$ cat src/common/iftr_pkg.sv
// Purpose: Shared constants for the instruction fetch address trap
// Assumes: APB register access, 250 MHz pclk
// Notes: Address ranges are parameters of the top module
package iftr_pkg;
   // Register byte offsets
   localparam logic [11:0] GUARD_FIRST_OFS = 12'h034;
   localparam logic [11:0] GUARD_CODE_OFS = 12'h038;
   localparam logic [11:0] TRAP_STATUS_OFS = 12'h03C;
   localparam logic [11:0] TRAP_MASK_OFS = 12'h040;
   localparam logic [11:0] TRAP_CTRL_OFS = 12'h044;
   // Field positions in the first control register
   localparam int RAM_SEL_BIT = 5;
   localparam int ACTION_BIT = 4;
   // Reset values
   localparam logic RAM_SEL_RST = 1'b1;
   localparam logic ACTION_RST = 1'b1;
   localparam logic [1:0] MASK_RST = 2'h0;
   // Code that commits the pending RAM trap select
   localparam logic [7:0] COMMIT_CODE = 8'hD2;
   // Status bit positions
   localparam int ST_IRQ_BIT = 0;
   localparam int ST_RST_BIT = 1;
   // Reset period: at most 24 high-frequency periods
   localparam int HF_RATE_KHZ = 16000;
   localparam int PCLK_RATE_KHZ = 250000;
   localparam int RESET_HF_PERIODS = 24;
   localparam int RESET_CYCLES =
      (RESET_HF_PERIODS * PCLK_RATE_KHZ) / HF_RATE_KHZ;
   localparam int RESET_CNT_W = 9;
   typedef enum logic [1:0] {ST_IDLE, ST_RESET, ST_HOLD} iftr_rst_state_t;
endpackage

$ cat src/rtl/iftr_range_det.sv
// Purpose: Classifies one fetch address against RAM and SFR ranges
// Assumes: Ranges are inclusive
// Notes: Purely combinational, registered by the caller
`timescale 1ns/10ps
module iftr_range_det #(
   parameter int AW = 16,
   parameter logic [AW-1:0] RAM_LO = '0,
   parameter logic [AW-1:0] RAM_HI = '0,
   parameter logic [AW-1:0] SFR_LO = '0,
   parameter logic [AW-1:0] SFR_HI = '0
)
(
   input wire logic [AW-1:0] addr,
   output logic in_ram,
   output logic in_sfr
);
   assign in_ram = (addr >= RAM_LO) && (addr <= RAM_HI);
   assign in_sfr = (addr >= SFR_LO) && (addr <= SFR_HI);
endmodule // iftr_range_det

$ cat src/rtl/iftr_trap.sv
// Purpose: Instruction fetch address trap with APB control registers
// Assumes: Fetch strobe is one cycle per fetch, synchronous to pclk
// Notes: Shares register offsets with the watchdog control pair
//
// Notes on behaviour
// - Trap bits sit at the same two offsets as the guard registers.
// - RAM trap select decides if RAM fetches trap; clear before RAM code.
// - New RAM select acts only after commit code D2H is written.
// - Fetch from the SFR area traps unless a trap reset sequence is running.
// - Action select chooses interrupt or reset request.
// - Action 0: illegal fetch raises the trap interrupt request.
// - Trap interrupt is non-maskable, ignores master enable flag.
// - Trap preempts any interrupt in service; earlier one stays pending.
// - Action 1: illegal fetch raises a reset request instead.
// - Reset request drives reset pin low, at most 24 fast periods.
// - In low-frequency mode, restart fast oscillator, same reset bound.
// - First control register is write-only; reads give no data.
`timescale 1ns/10ps
module iftr_trap
   import iftr_pkg::*;
#(
   parameter int AW = 16,
   parameter logic [15:0] RAM_LO = 16'h0040,
   parameter logic [15:0] RAM_HI = 16'h023F,
   parameter logic [15:0] SFR_LO = 16'h0000,
   parameter logic [15:0] SFR_HI = 16'h003F
)
(
   input wire logic pclk,
   input wire logic presetn,
   input wire logic psel,
   input wire logic penable,
   input wire logic pwrite,
   input wire logic [11:0] paddr,
   input wire logic [31:0] pwdata,
   output logic [31:0] prdata,
   output logic pready,
   output logic pslverr,
   input wire logic fetch_valid,
   input wire logic [AW-1:0] fetch_addr,
   input wire logic low_frequency_run_mode,
   input wire logic hf_osc_ready,
   output logic trap_interrupt_request,
   output logic reset_pin_out,
   output logic reset_pin_oe,
   output logic internal_reset_req,
   output logic hf_osc_restart,
   output logic irq
);
   // Fetch decode is written for a 16-bit address only
   if (AW != 16)
   begin : g_aw_check
      $error("iftr_trap supports a 16-bit fetch address only");
   end
   // Reset span must fit the counter; entry edge needs two or more
   if (RESET_CYCLES < 2 || RESET_CYCLES > 2 ** RESET_CNT_W)
   begin : g_span_check
      $error("iftr_trap reset span does not fit its counter");
   end
   localparam int RST_SPAN = RESET_CYCLES;
   localparam logic [RESET_CNT_W:0] RUN_MAX =
      (RESET_CNT_W + 1)'(RESET_CYCLES);

   logic wr_en;
   logic ram_sel_pend_q;
   logic ram_sel_q;
   logic action_q;
   logic [1:0] status_q;
   logic [1:0] mask_q;
   logic in_ram;
   logic in_sfr;
   logic trap_hit;
   logic irq_ev;
   logic rst_ev;
   logic [RESET_CNT_W-1:0] cnt_q;
   iftr_rst_state_t st_q;
   logic [RESET_CNT_W:0] run_q;

   function automatic logic hit_ofs(input logic [11:0] a,
                                    input logic [11:0] o);
      hit_ofs = (a == o);
   endfunction

   assign wr_en = psel && penable && pwrite;

   iftr_range_det #(
      .AW(AW),
      .RAM_LO(RAM_LO),
      .RAM_HI(RAM_HI),
      .SFR_LO(SFR_LO),
      .SFR_HI(SFR_HI)
   ) u_det (
      .addr(fetch_addr),
      .in_ram(in_ram),
      .in_sfr(in_sfr)
   );

   // Trap only while not already resetting; one request per fetch strobe
   assign trap_hit = fetch_valid && (st_q == ST_IDLE) &&
      (in_sfr || (in_ram && ram_sel_q));
   assign irq_ev = trap_hit && !action_q;
   assign rst_ev = trap_hit && action_q;

   // First control register, write-only
   always_ff @(posedge pclk or negedge presetn)
   begin
      if (!presetn)
      begin
         ram_sel_pend_q <= RAM_SEL_RST;
         action_q <= ACTION_RST;
      end
      else if (wr_en && hit_ofs(paddr, GUARD_FIRST_OFS))
      begin
         ram_sel_pend_q <= pwdata[RAM_SEL_BIT];
         action_q <= pwdata[ACTION_BIT];
      end
   end

   // Active select moves only on the commit code
   always_ff @(posedge pclk or negedge presetn)
   begin
      if (!presetn)
         ram_sel_q <= RAM_SEL_RST;
      else if (wr_en && hit_ofs(paddr, GUARD_CODE_OFS) &&
               pwdata[7:0] == COMMIT_CODE)
         ram_sel_q <= ram_sel_pend_q;
   end

   // Non-maskable request: no enable input gates it
   always_ff @(posedge pclk or negedge presetn)
   begin
      if (!presetn)
         trap_interrupt_request <= 1'b0;
      else
         trap_interrupt_request <= irq_ev;
   end

   // Sticky status, set wins over write-one-to-clear
   always_ff @(posedge pclk or negedge presetn)
   begin
      if (!presetn)
         status_q <= 2'h0;
      else
      begin
         if (wr_en && hit_ofs(paddr, TRAP_STATUS_OFS))
            status_q <= status_q & ~pwdata[1:0];
         if (irq_ev)
            status_q[ST_IRQ_BIT] <= 1'b1;
         if (rst_ev)
            status_q[ST_RST_BIT] <= 1'b1;
      end
   end

   always_ff @(posedge pclk or negedge presetn)
   begin
      if (!presetn)
         mask_q <= MASK_RST;
      else if (wr_en && hit_ofs(paddr, TRAP_MASK_OFS))
         mask_q <= pwdata[1:0];
   end

   always_ff @(posedge pclk or negedge presetn)
   begin
      if (!presetn)
         irq <= 1'b0;
      else
         irq <= |(status_q & mask_q);
   end

   // Reset sequencer; count bounded by the fast-clock limit
   always_ff @(posedge pclk or negedge presetn)
   begin
      if (!presetn)
      begin
         st_q <= ST_IDLE;
         cnt_q <= '0;
      end
      else
      begin
         case (st_q)
            ST_IDLE:
            begin
               if (rst_ev)
               begin
                  st_q <= low_frequency_run_mode ? ST_HOLD : ST_RESET;
                  cnt_q <= '0;
               end
            end
            ST_HOLD:
            begin
               if (hf_osc_ready)
                  st_q <= ST_RESET;
            end
            ST_RESET:
            begin
               // Entry edge is the first reset cycle, so stop one short
               if (cnt_q == RESET_CNT_W'(RESET_CYCLES - 2))
                  st_q <= ST_IDLE;
               else
                  cnt_q <= cnt_q + 1'b1;
            end
            default:
               st_q <= ST_IDLE;
         endcase
      end
   end

   always_ff @(posedge pclk or negedge presetn)
   begin
      if (!presetn)
      begin
         reset_pin_out <= 1'b1;
         reset_pin_oe <= 1'b0;
         internal_reset_req <= 1'b0;
         hf_osc_restart <= 1'b0;
      end
      else
      begin
         reset_pin_out <= 1'b0;
         reset_pin_oe <= (st_q != ST_IDLE) || rst_ev;
         internal_reset_req <= (st_q != ST_IDLE) || rst_ev;
         hf_osc_restart <= (st_q == ST_HOLD) ||
            (rst_ev && low_frequency_run_mode);
      end
   end

   // APB read side; first control register reads zero
   always_ff @(posedge pclk or negedge presetn)
   begin
      if (!presetn)
         prdata <= 32'h0000_0000;
      else if (psel && !penable && !pwrite)
      begin
         case (paddr)
            TRAP_STATUS_OFS: prdata <= {30'h0, status_q};
            TRAP_MASK_OFS: prdata <= {30'h0, mask_q};
            TRAP_CTRL_OFS:
               prdata <= {29'h0, action_q, ram_sel_q, ram_sel_pend_q};
            default: prdata <= 32'h0000_0000;
         endcase
      end
   end

   // Zero wait states, still driven from a flop
   always_ff @(posedge pclk or negedge presetn)
   begin
      if (!presetn)
         pready <= 1'b1;
      else
         pready <= 1'b1;
   end

   always_ff @(posedge pclk or negedge presetn)
   begin
      if (!presetn)
         pslverr <= 1'b0;
      else
         pslverr <= psel && !penable &&
            !(hit_ofs(paddr, GUARD_FIRST_OFS) ||
            hit_ofs(paddr, GUARD_CODE_OFS) ||
            hit_ofs(paddr, TRAP_STATUS_OFS) ||
            hit_ofs(paddr, TRAP_MASK_OFS) || hit_ofs(paddr, TRAP_CTRL_OFS));
   end

   property p_sfr_irq;
      @(posedge pclk) disable iff (!presetn)
      fetch_valid && in_sfr && !action_q && st_q == ST_IDLE
         |=> trap_interrupt_request;
   endproperty
   a_sfr_irq: assert property (p_sfr_irq) else $error("sfr no irq");

   property p_ram_off;
      @(posedge pclk) disable iff (!presetn)
      fetch_valid && in_ram && !in_sfr && !ram_sel_q
         |=> !trap_interrupt_request;
   endproperty
   a_ram_off: assert property (p_ram_off) else $error("ram irq");

   property p_commit;
      @(posedge pclk) disable iff (!presetn)
      !(wr_en && paddr == GUARD_CODE_OFS && pwdata[7:0] == COMMIT_CODE)
         |=> $stable(ram_sel_q);
   endproperty
   a_commit: assert property (p_commit) else $error("sel moved");

   property p_rst_act;
      @(posedge pclk) disable iff (!presetn)
      rst_ev |=> internal_reset_req && reset_pin_oe && !trap_interrupt_request;
   endproperty
   a_rst_act: assert property (p_rst_act) else $error("no reset");

   property p_rst_len;
      @(posedge pclk) disable iff (!presetn)
      rst_ev && !low_frequency_run_mode |=> ##[1:RST_SPAN] !internal_reset_req;
   endproperty
   a_rst_len: assert property (p_rst_len) else $error("rst span");

   property p_hold;
      @(posedge pclk) disable iff (!presetn)
      rst_ev && low_frequency_run_mode |=> hf_osc_restart;
   endproperty
   a_hold: assert property (p_hold) else $error("no restart");

   property p_one;
      @(posedge pclk) disable iff (!presetn)
      trap_interrupt_request |-> $past(fetch_valid);
   endproperty
   a_one: assert property (p_one) else $error("spurious");

   property p_irq_out;
      @(posedge pclk) disable iff (!presetn)
      irq_ev && mask_q[ST_IRQ_BIT] |=> ##1 irq;
   endproperty
   a_irq_out: assert property (p_irq_out) else $error("irq lost");

   // Checker helper: reset cycles after any oscillator wait
   always_ff @(posedge pclk or negedge presetn)
   begin
      if (!presetn)
         run_q <= '0;
      else if (!internal_reset_req || hf_osc_restart)
         run_q <= '0;
      else if (run_q != '1)
         run_q <= run_q + 1'b1;
   end

   property p_rst_max;
      @(posedge pclk) disable iff (!presetn)
      run_q <= RUN_MAX;
   endproperty
   a_rst_max: assert property (p_rst_max) else $error("rst long");

   property p_excl;
      @(posedge pclk) disable iff (!presetn)
      !(trap_interrupt_request && internal_reset_req);
   endproperty
   a_excl: assert property (p_excl) else $error("both req");

   property p_first_wo;
      @(posedge pclk) disable iff (!presetn)
      psel && !penable && !pwrite && paddr == GUARD_FIRST_OFS
         |=> prdata == 32'h0000_0000;
   endproperty
   a_first_wo: assert property (p_first_wo) else $error("wo read");

   property p_set_wins;
      @(posedge pclk) disable iff (!presetn)
      irq_ev |=> status_q[ST_IRQ_BIT];
   endproperty
   a_set_wins: assert property (p_set_wins) else $error("set lost");

   c_irq: cover property (@(posedge pclk) irq_ev);
   c_hold: cover property (@(posedge pclk) st_q == ST_HOLD);
   c_sfr: cover property (@(posedge pclk) trap_hit && in_sfr);
   c_rst: cover property (@(posedge pclk) rst_ev);
   c_commit: cover property (@(posedge pclk) $changed(ram_sel_q));
endmodule // iftr_trap

$ cat config.mk
export PLATFORM = sky130hd
export DESIGN_NAME = iftr_trap
export DESIGN_NICKNAME = d
export VERILOG_FILES = /design/src/common/iftr_pkg.sv /design/src/rtl/iftr_range_det.sv /design/src/rtl/iftr_trap.sv
export SDC_FILE = /design/constraint.sdc
export NUM_CORES = 1
export LEC_CHECK = 0
export BUFFER_PORTS_ARGS = -buffer_cell sky130_fd_sc_hd__buf_2
export CELL_PAD_IN_SITES_DETAIL_PLACEMENT = 1
export CELL_PAD_IN_SITES_GLOBAL_PLACEMENT = 1
export CORE_ASPECT_RATIO = 0.8
export CORE_UTILIZATION = 27
export DETAILED_ROUTE_END_ITERATION = 10
export GPL_TIMING_DRIVEN = 1
export PLACE_DENSITY = 0.8
export SETUP_SLACK_MARGIN = 0.3
export SLEW_MARGIN = 20
export SYNTH_ARGS = -nofsm -noshare
export SYNTH_HDL_FRONTEND = slang
export SYNTH_SLANG_ARGS = --single-unit
$ cat constraint.sdc
create_clock -name pclk -period 1.8 [get_ports pclk]
set_input_delay 0.27 -clock pclk [delete_from_list [all_inputs] [get_ports pclk]]
set_output_delay 0.27 -clock pclk [all_outputs]
set_load 0.01 [all_outputs]
=== Word-level counts from Yosys, hierarchy flattened ===
Index checks and enable logic that the tools add are counted.
Widths: inputs -> output; s select.

* Register bits: 56
* Output and inout bits: 40

* Mux-type cells: 12
* $add $sub $neg: 1
* Reductions and logical operators: 37
* Bitwise operators: 3
* Magnitude comparators: 4
* Equality and inequality tests: 13

{| class="wikitable"
|+ Operators with widths
! cell !! number
|-
| $eq 12x6->1 const B || 3
|-
| $eq 12x7->1 const B || 2
|-
| $logic_and 1x1->1 || 18
|-
| $mux 9 || 2
|-
| $pmux 9 s2 || 1
|-
| $ge 16x1->1 const B || 1
|-
| $ge 16x7->1 const B || 1
|-
| $le 16x10->1 const B || 1
|-
| $le 16x6->1 const B || 1
|-
| $mux 2 || 5
|-
| $add 9x1->9 const B || 1
|-
| $eq 9x9->1 const B || 1
|-
| $pmux 3 s3 || 1
|-
| $eq 8x8->1 const B || 1
|-
| $ne 2x2->1 const B || 4
|-
| $reduce_bool 2->1 || 4
|-
| $logic_or 1x1->1 || 7
|-
| $pmux 2 s3 || 1
|-
| $reduce_and 3->1 || 2
|-
| $and 2x2->2 || 2
|-
| $logic_not 1->1 || 4
|-
| $eq 2x1->1 const B || 1
|-
| $eq 2x2->1 const B || 1
|-
| $logic_not 2->1 || 1
|-
| other kinds (3) || 4
|}

=== Logic depth before layout (Yosys ltp) ===
Gate-level depths: netlist of the first run.

* Depth in word-level cells: 8
* Gate-level depth with buffers: 6
* Mapped depth without buffers: 6

=== By module ===
Synthesis of the first run repeated with hierarchy kept, for this count alone.

* Cell total of the unflattened synthesis: 166
* Area total of the unflattened synthesis: 1612.8 µm²

{| class="wikitable"
|+ By module, submodules not included
! module !! seq. area each (µm²) !! area each (µm²) !! times used !! cells an instance
|-
| iftr_trap || 680.7 || 1560.2 || 1 || 160
|-
| iftr_range_det || 0.0 || 52.6 || 1 || 6
|}

=== Worst setup path after synthesis of the first run ===
No wires, ideal clock.

* Kind: in2reg
* Start point: in paddr[9]
* End point: reg ram_sel_q
* Path buffers: 0
* Path slack: -0.237 ns
* Library setup time: 0.085 ns
* Stages: 4
* Required time: 1.715 ns
* Data arrival time: 1.952 ns
* Path through: or4_4 -> or4b_4 -> nor4_2 -> mux2_1

* Longest elaborated chain between the ends: 3

{| class="wikitable"
|+ RTL lines
! what !! RTL line !! text
|-
| start, declared || iftr_trap.sv:34 || <nowiki>input wire logic [11:0] paddr,</nowiki>
|-
| $eq 12x6->1 || iftr_trap.sv:81 || <nowiki>hit_ofs = (a == o);</nowiki>
|-
| $logic_and 1x1->1 (2 in a row) || iftr_trap.sv:124 || <nowiki>else if (wr_en && hit_ofs(paddr, GUARD_CODE_OFS) &&</nowiki>
|-
| end signal, assigned || iftr_trap.sv:126 || <nowiki>ram_sel_q <= ram_sel_pend_q;</nowiki>
|-
| end, declared || iftr_trap.sv:66 || <nowiki>logic ram_sel_q;</nowiki>
|}

Every way passes these cells.
A chain may end at the register's enable or synchronous reset.

=== Worst setup path after layout of the first run ===
* Start point: in paddr[9]
* End point: reg action_q

* Longest elaborated chain between the ends: 2

{| class="wikitable"
|+ RTL lines
! what !! RTL line !! text
|-
| $eq 12x6->1 || iftr_trap.sv:81 ||
|-
| $logic_and 1x1->1 || iftr_trap.sv:112 || <nowiki>else if (wr_en && hit_ofs(paddr, GUARD_FIRST_OFS))</nowiki>
|-
| end signal, assigned || iftr_trap.sv:115 || <nowiki>action_q <= pwdata[ACTION_BIT];</nowiki>
|-
| end, declared || iftr_trap.sv:67 || <nowiki>logic action_q;</nowiki>
|}

Every way passes these cells.

==> results.py, run 1 <==
metrics = {
    "worst_setup_path": {
        "required_ps": 2010,
        "crit_path_end_kind": "flop",
        "worstPathCellList": "buf_6 -> or4_4 -> or4b_4 -> nor3b_4 -> mux2_4",
        "crit_fanout": 3,
        "reg2reg_depth": 7,
        "crit_buf_inv": 1,
        "critPathArrivalTime_ps": 2080,
        "crit_slowest_cell": "or4b_4",
        "r2r_end": "st_q[0]$_DFFE_PN0P_",
        "worstReg2RegStart": "cnt_q[1]$_DFFE_PN0P_",
        "critical-path-top-delay-family": "simple AND/OR/NAND/NOR gates",
        "worstSetupStartpointType": "input port",
        "reg2reg_slack_ps": 180,
        "critPathKind": "in2reg",
        "slowest_delay_ps": 590,
    },
    "synth": {
        "ys_ff_latch": 27,
        "synth_edf_count": 0,
        "ys_seq_area_frac": 0.3939,
        "syn_area_sq_mm": 0.001728,
        "netlist_instances": 183,
        "synth.yosys.warnings": 0,
        "synth.avg_cell_area_sq_um": 9.442,
        "synthArstFlopShare": 1.000,
        "synth_ff_type": "dfrtp_1",
        "synth_cell_type_count": 53,
    },
    "clocking": {
        "cts_max_level": 1,
        "cts_buffers": 3,
        "root_buffer": "clkbuf_8",
        "clock_sinks": 27,
        "cts_tree": "yes",
        "cts_hold_buf": 0,
        "cts_buffer_depth": 2,
        "clk_latency_ps": 280,
        "clkSlewWorstSetupHoldPaths_ps": 100,
    },
    "timing": {
        "fmax_mhz": 534.1,
        "tightest_slew_ps": 645.3,
        "setup_viol_count_final": 4,
        "layout_setup_ws_ps": -72.46,
        "skew_ps": 7.148,
        "rsz0062_at_grt": "true",
        "period_share": 1.040,
        "min_period_ps": 1872,
        "slew_viol_final": 0,
        "max_slew_margin": 0.5698,
        "hold_violations": 0,
    },
    "global_routing": {
        "grt_pass1_vias": 1605,
        "grt_use_met2": 0.2757,
        "grt_pass1_wl_microns": 8280,
        "top_usage_layer": "met2",
        "met1_usage": 0.2059,
        "grt_overflow_total": 0,
        "antenna_found_initial": 0,
        "met3_usage": 0.01967,
        "track_usage": 0.1568,
        "grt_max_degree": 28,
    },
    "layout": {
        "drive_above_1_share": 0.4685,
        "syn2layout_area_growth_pct": 38.16,
        "antennaDiodeCount": 0,
        "fin_nets": 325,
    },
    "worst_hold_path": {
        "hold_path.class": "in2async",
    },
    "die": {
        "die_x_microns": 91.44,
        "rows": 25,
        "core_sq_mm": 0.006037,
        "die_y_microns": 73.55,
        "initial_core_util": 0.2862,
        "io_pins": 108,
        "dieArea_sq_mm": 0.006725,
    },
    "placed_design": {
        "numPortBuffers": 47,
        "hpwl_microns": 3831,
        "dp_worst_setup_slack_ps": -388.2,
        "place_congestion": 0.8190,
    },
    "detailed_routing": {
        "wl_per_cell_microns": 16.83,
        "vias": 1628,
        "route.detailed.drc": 0,
        "via_per_inst": 4.860,
        "drt_pre_antenna_iters": 6,
        "drt-total-wl_microns": 5638,
        "drt_iter0_markers": 63,
        "drtAntennaViolNets": 0,
    },
    "power": {
        "leakage_nw": 1.146,
        "vdd_drop_max_mv": 0.2790,
        "p_total_w": 0.001121,
        "p_per_area_mw_per_mm2": 469.8,
    },
    "flow_run": {
        "maxCapViolCount": 0,
    },
    "run_status": {
        "violations": "setup timing",
        "status": "finished with violations",
    },
}
==> sequential cells by signal, summed over array words and instances, names as in the netlist <==
name,count
irq,1
ram_sel_q,1
prdata,3
reset_pin_out,1
action_q,1
status_q,2
cnt_q,9
ram_sel_pend_q,1
hf_osc_restart,1
mask_q,2
pslverr,1
st_q,2
trap_interrupt_request,1
internal_reset_req,1
==> cell families after synthesis <==
kind of cell,Yosys count,synth area share
other,2,0.004346
multiplexers,8,0.05141
adder cells (fa/ha/maj),2,0.01448
AND/OR/NAND/NOR,71,0.2520
buffers and inverters,40,0.1542
flip-flops,27,0.3939
AO/OA/AOI/OAI,33,0.1296
==> through the flow <==
step / util / hold slack (ps) / instance area (sq um) / TNS, ps / instances
after global placement: 0.3405 / 316.6 / 2056 / -1647 / 320
after global routing: 0.3954 / 51.02 / 2387 / -345.4 / 335
after floorplan: - / -25.59 / 1854 / -781.9 / 212
final: 0.3954 / 4.445 / 2387 / -266.0 / 335
after detailed placement: 0.3405 / 319.9 / 2056 / -1982 / 320
after CTS: 0.3753 / 14.56 / 2266 / -194.6 / 332
==> where the power goes <==
part           switching [W]  internal, W
Sequential       0.000000932     0.000610
Combinational      0.0000944    0.0000624
Clock               0.000199     0.000155
Total               0.000294     0.000828
==> cell usage after synthesis (all sizes together), types with 4 or more instances <==
library cell | n | share of area
inv | 5 | 0.011
dfstp | 4 | 0.061
nand3 | 10 | 0.029
buf | 32 | 0.14
nand2 | 16 | 0.035
nor3 | 4 | 0.012
a31oi | 5 | 0.018
and3 | 4 | 0.014
mux2 | 7 | 0.046
dfrtp | 23 | 0.33
o21ai | 10 | 0.029
nor2b | 4 | 0.014
nor2 | 7 | 0.015
==> layer usage <==
layer,up-vias,part of all wire
li1,744,-
met1,826,0.42
met2,52,0.53
met3,6,0.034
met4,0,0.010
met5,-,0
==> worst max path at each step <==
stage,cells past startpoint,end,startpoint
after detailed placement,5,mask_q[0]$_DFFE_PN0P_,paddr[9]
after floorplan,4,action_q$_DFFE_PN1P_,paddr[9]
final,5,action_q$_DFFE_PN1P_,paddr[9]
after global placement,5,action_q$_DFFE_PN1P_,paddr[9]
after CTS,5,action_q$_DFFE_PN1P_,paddr[9]
after global routing,5,action_q$_DFFE_PN1P_,paddr[9]
==> placed cells by master (no fill, tap or decap), types with 2 or more instances in the layout <==
cell type   n
buf_2      44
conb_1     31
dfrtp_1    23
buf_4      19
nand2_1    16
nand3_1    10
buf_6      10
nor2_1      5
o21ai_2     5
mux2_4      5
inv_1       4
dfstp_2     4
nor2b_1     3
nor3_1      3
and3_1      3
o21ai_0     3
nand2b_1    3
a31oi_1     3
clkbuf_8    3
a22o_1      2
nor2_2      2
or2_2       2
and4_1      2
or4_4       2
or4b_4      2
mux2_2      2
a22oi_1     2
nand4b_1    2
o22ai_2     2
o21ai_1     2
nor3b_4     2
a31oi_4     2
==> area by class of cell <==
| class | count | area [sq um] |
|---|---|---|
| Clock inverter | 1 | 5.005 |
| Clock buffer | 3 | 41.29 |
| Inverter | 5 | 18.77 |
| Fill cell | 708 | 3650 |
| Sequential cell | 27 | 680.7 |
| Tap cell | 81 | 101.3 |
| Multi-Input combinational cell | 145 | 1065 |
| Timing Repair Buffer | 73 | 475.5 |
==> timing repair <==
action,CTS,global route
buffers inserted,8,3
setup endpoints to repair,18,20
pin swaps,8,9
gates resized for setup,26,19
Note: power is estimated with default switching activity, not from simulation.
==> run 2: changes to the inputs <==
- BUFFER_PORTS_ARGS: -buffer_cell sky130_fd_sc_hd__buf_2 -> default
- CORE_UTILIZATION: 27 -> 39
- DONT_BUFFER_PORTS: default -> 1
- PLACE_DENSITY: 0.8 -> 0.78
- SYNTH_HIERARCHICAL: default -> 1
==> results.py, run 2 <==
metrics = {
    "timing": {
        "rsz0062_at_grt": "true",
        "slew_viol_final": 0,
        "holdWs_ps": 113.2,
        "min_period_ps": 1477,
        "period_share": 0.8208,
        "fmax_mhz": 676.9,
        "setup_viol_count_final": 0,
        "skew_ps": 1.816,
        "hold_violations": 0,
    },
    "global_routing": {
        "grt_max_degree": 28,
        "track_usage": 0.1858,
        "antenna_found_initial": 0,
        "grt_overflow_total": 0,
        "top_usage_layer": "met2",
        "grt_pass1_vias": 1301,
        "met1_usage": 0.2154,
        "met3_usage": 0.03401,
        "grt_pass1_wl_microns": 6009,
        "grt_use_met2": 0.3434,
    },
    "synth": {
        "ys_seq_area_frac": 0.4220,
        "synth_ff_type": "dfrtp_1",
        "synth.avg_cell_area_sq_um": 9.716,
        "ys_ff_latch": 27,
        "netlist_instances": 166,
        "synth_cell_type_count": 43,
        "synthArstFlopShare": 1.000,
        "yosysTopAreaCellShare": 0.3569,
        "ys_top_cells_by_count": "31 x buf_4, 23 x dfrtp_1, 12 x nor2_1",
        "synth.yosys.warnings": 6,
        "synth_edf_count": 0,
        "synth_top_area_cell": "dfrtp_1",
        "ys_top_cells_by_area": "dfrtp_1 36%, buf_4 14%, dfstp_2 6.5%",
        "synthMostInstantiatedCell": "buf_4",
        "syn_area_sq_mm": 0.001613,
    },
    "layout": {
        "largest_reg_flops": 9,
        "top_regs": "cnt_q (9), prdata (3)",
        "syn2layout_area_growth_pct": 6.982,
        "antennaDiodeCount": 0,
        "largest-register": "cnt_q",
        "fin_nets": 249,
        "drive_above_1_share": 0.2079,
        "final_cell_mix": "31 x conb_1, 23 x dfrtp_1, 12 x nor2_1",
        "fin_area_sq_mm": 0.001725,
        "layout_commonest_cell": "conb_1",
    },
    "die": {
        "die_y_microns": 59.52,
        "io_pins": 108,
        "die_x_microns": 73.90,
        "rows": 20,
        "dieArea_sq_mm": 0.004398,
        "core_sq_mm": 0.003879,
        "initial_core_util": 0.4158,
    },
    "placed_design": {
        "placed_area_sq_mm": 0.001600,
        "numPortBuffers": 0,
        "place_congestion": 0.8192,
        "hpwl_microns": 2815,
    },
    "detailed_routing": {
        "wl_per_cell_microns": 15.72,
        "vias": 1207,
        "drt-total-wl_microns": 3663,
        "via_per_inst": 5.180,
        "drtAntennaViolNets": 0,
        "drt_iter0_markers": 60,
        "drt_pre_antenna_iters": 4,
        "route.detailed.drc": 0,
    },
    "clocking": {
        "root_buffer": "clkbuf_8",
        "cts_tree": "yes",
        "cts_buffer_depth": 2,
        "clkSlewWorstSetupHoldPaths_ps": 90,
        "clock_sinks": 27,
        "cts_max_level": 1,
        "clk_latency_ps": 270,
        "cts_buffers": 3,
    },
    "worst_hold_path": {
        "hold_path.class": "in2reg",
    },
    "flow_run": {
        "maxCapViolCount": 0,
    },
    "worst_setup_path": {
        "required_ps": 2000,
        "worstSetupStartpointType": "flop",
        "crit_fanout": 7,
        "critPathKind": "reg2reg",
        "crit_path_end_kind": "flop",
        "critPathArrivalTime_ps": 1680,
    },
    "power": {
        "p_clk_frac": 0.332,
        "leakage_nw": 0.7569,
        "p_comb_frac": 0.068,
        "vdd_drop_max_mv": 0.2642,
        "p_per_area_mw_per_mm2": 591.4,
        "pwr-share-seq": 0.600,
        "p_sw_frac": 0.2290,
        "internal_power_w": 0.0007867,
        "switching_power_w": 0.0002336,
    },
    "run_status": {
        "status": "completed",
    },
}
==> run 2: cell types whose count changed after synthesis, moves of 3 or more <==
cell,delta
nand3_1,-4
a21oi_1,+4
a31oi_1,-5
nor2_1,+5
xor2_1,+4
nor2b_1,-3
nand2_1,-6
nand4_1,+7
mux2_2,-3
==> run 2: final timing paths <==
kind                                        start                      end  slack [ps]  cells after the start
max                          cnt_q[1]$_DFFE_PN0P_     cnt_q[6]$_DFFE_PN0P_         320                      7
min                        low_frequency_run_mode      st_q[0]$_DFFE_PN0P_         110                      1
max reg2reg                  cnt_q[1]$_DFFE_PN0P_     cnt_q[6]$_DFFE_PN0P_         320                      7
min reg2reg                   st_q[0]$_DFFE_PN0P_      st_q[1]$_DFFE_PN0P_         520                      1
max in group asynchronous                 presetn  reset_pin_out$_DFF_PN1_        1120                      2
min in group asynchronous                 presetn     cnt_q[3]$_DFFE_PN0P_         450                      2
==> run 2: power by group through the flow <==
| stage | sequential, W | clock, W | combinational (W) |
|---|---|---|---|
| floorplan | 0.000624 | 0 | 0.0000958 |
| global placement | 0.000624 | 0 | 0.0000479 |
| detailed placement | 0.000624 | 0 | 0.0000493 |
| CTS | 0.000612 | 0.000347 | 0.0000683 |
| global route | 0.000612 | 0.000366 | 0.0000785 |
| finish | 0.000612 | 0.000339 | 0.0000695 |
==> run 2: critical path, stage by stage (launching register included) <==
cell and delay [ps]:
dfrtp_1 390, inv_1 70, ha_1 140, nand4b_1 150, o31ai_2 240, buf_4 190, a22oi_1 90, mux2i_1 130
==> run 2: cells by family after synthesis <==
family,synth area share
fa+ha+maj,0.01551
mux,0.05818
simple gates,0.2297
flops,0.4220
compound gates,0.09232
buf+inv,0.1559
xor+xnor,0.02172
other cells,0.004657
==> run 2: metrics by stage <==
| step | util | setup WS (ps) | power (W) | setup TNS (ps) | cells |
|---|---|---|---|---|---|
| finish | 0.4448 | 322.6 | 0.001020 | 0 | 233 |
| global route | 0.4448 | 230.2 | 0.001057 | 0 | 233 |
| CTS | 0.4377 | 300.2 | 0.001027 | 0 | 231 |
| detailed placement | 0.4126 | -38.97 | 0.0006733 | -51.23 | 223 |
| global placement | 0.4126 | 11.31 | 0.0006717 | 0 | 223 |
| floorplan | - | 50.01 | 0.0007193 | 0 | 195 |
==> run 2: layout make-up <==
type                       count  area (sq um)
multi-input combinational    132         814.5
tap                           55         68.82
clock buffer                   4         45.04
inverter                       3         11.26
sequential                    27         680.7
timing repair buffer          12         105.1
fill                         454          2153
==> run 2: metal layers <==
metal / share of wire / vias to the layer above
met3: 0.066 / 7
met5: 0 / -
li1: - / 551
met2: 0.51 / 60
met4: 0.019 / 0
met1: 0.41 / 589
==> run 2: timing repair <==
item / 4_1_cts / 5_1_grt
buffers inserted: 2 / 2
hold endpoints to repair: 27 / 0
pin swaps: 1 / 2
gates resized for setup: 3 / 3
hold buffers: 2 / 0
endpoints found under the setup margin: 5 / 10
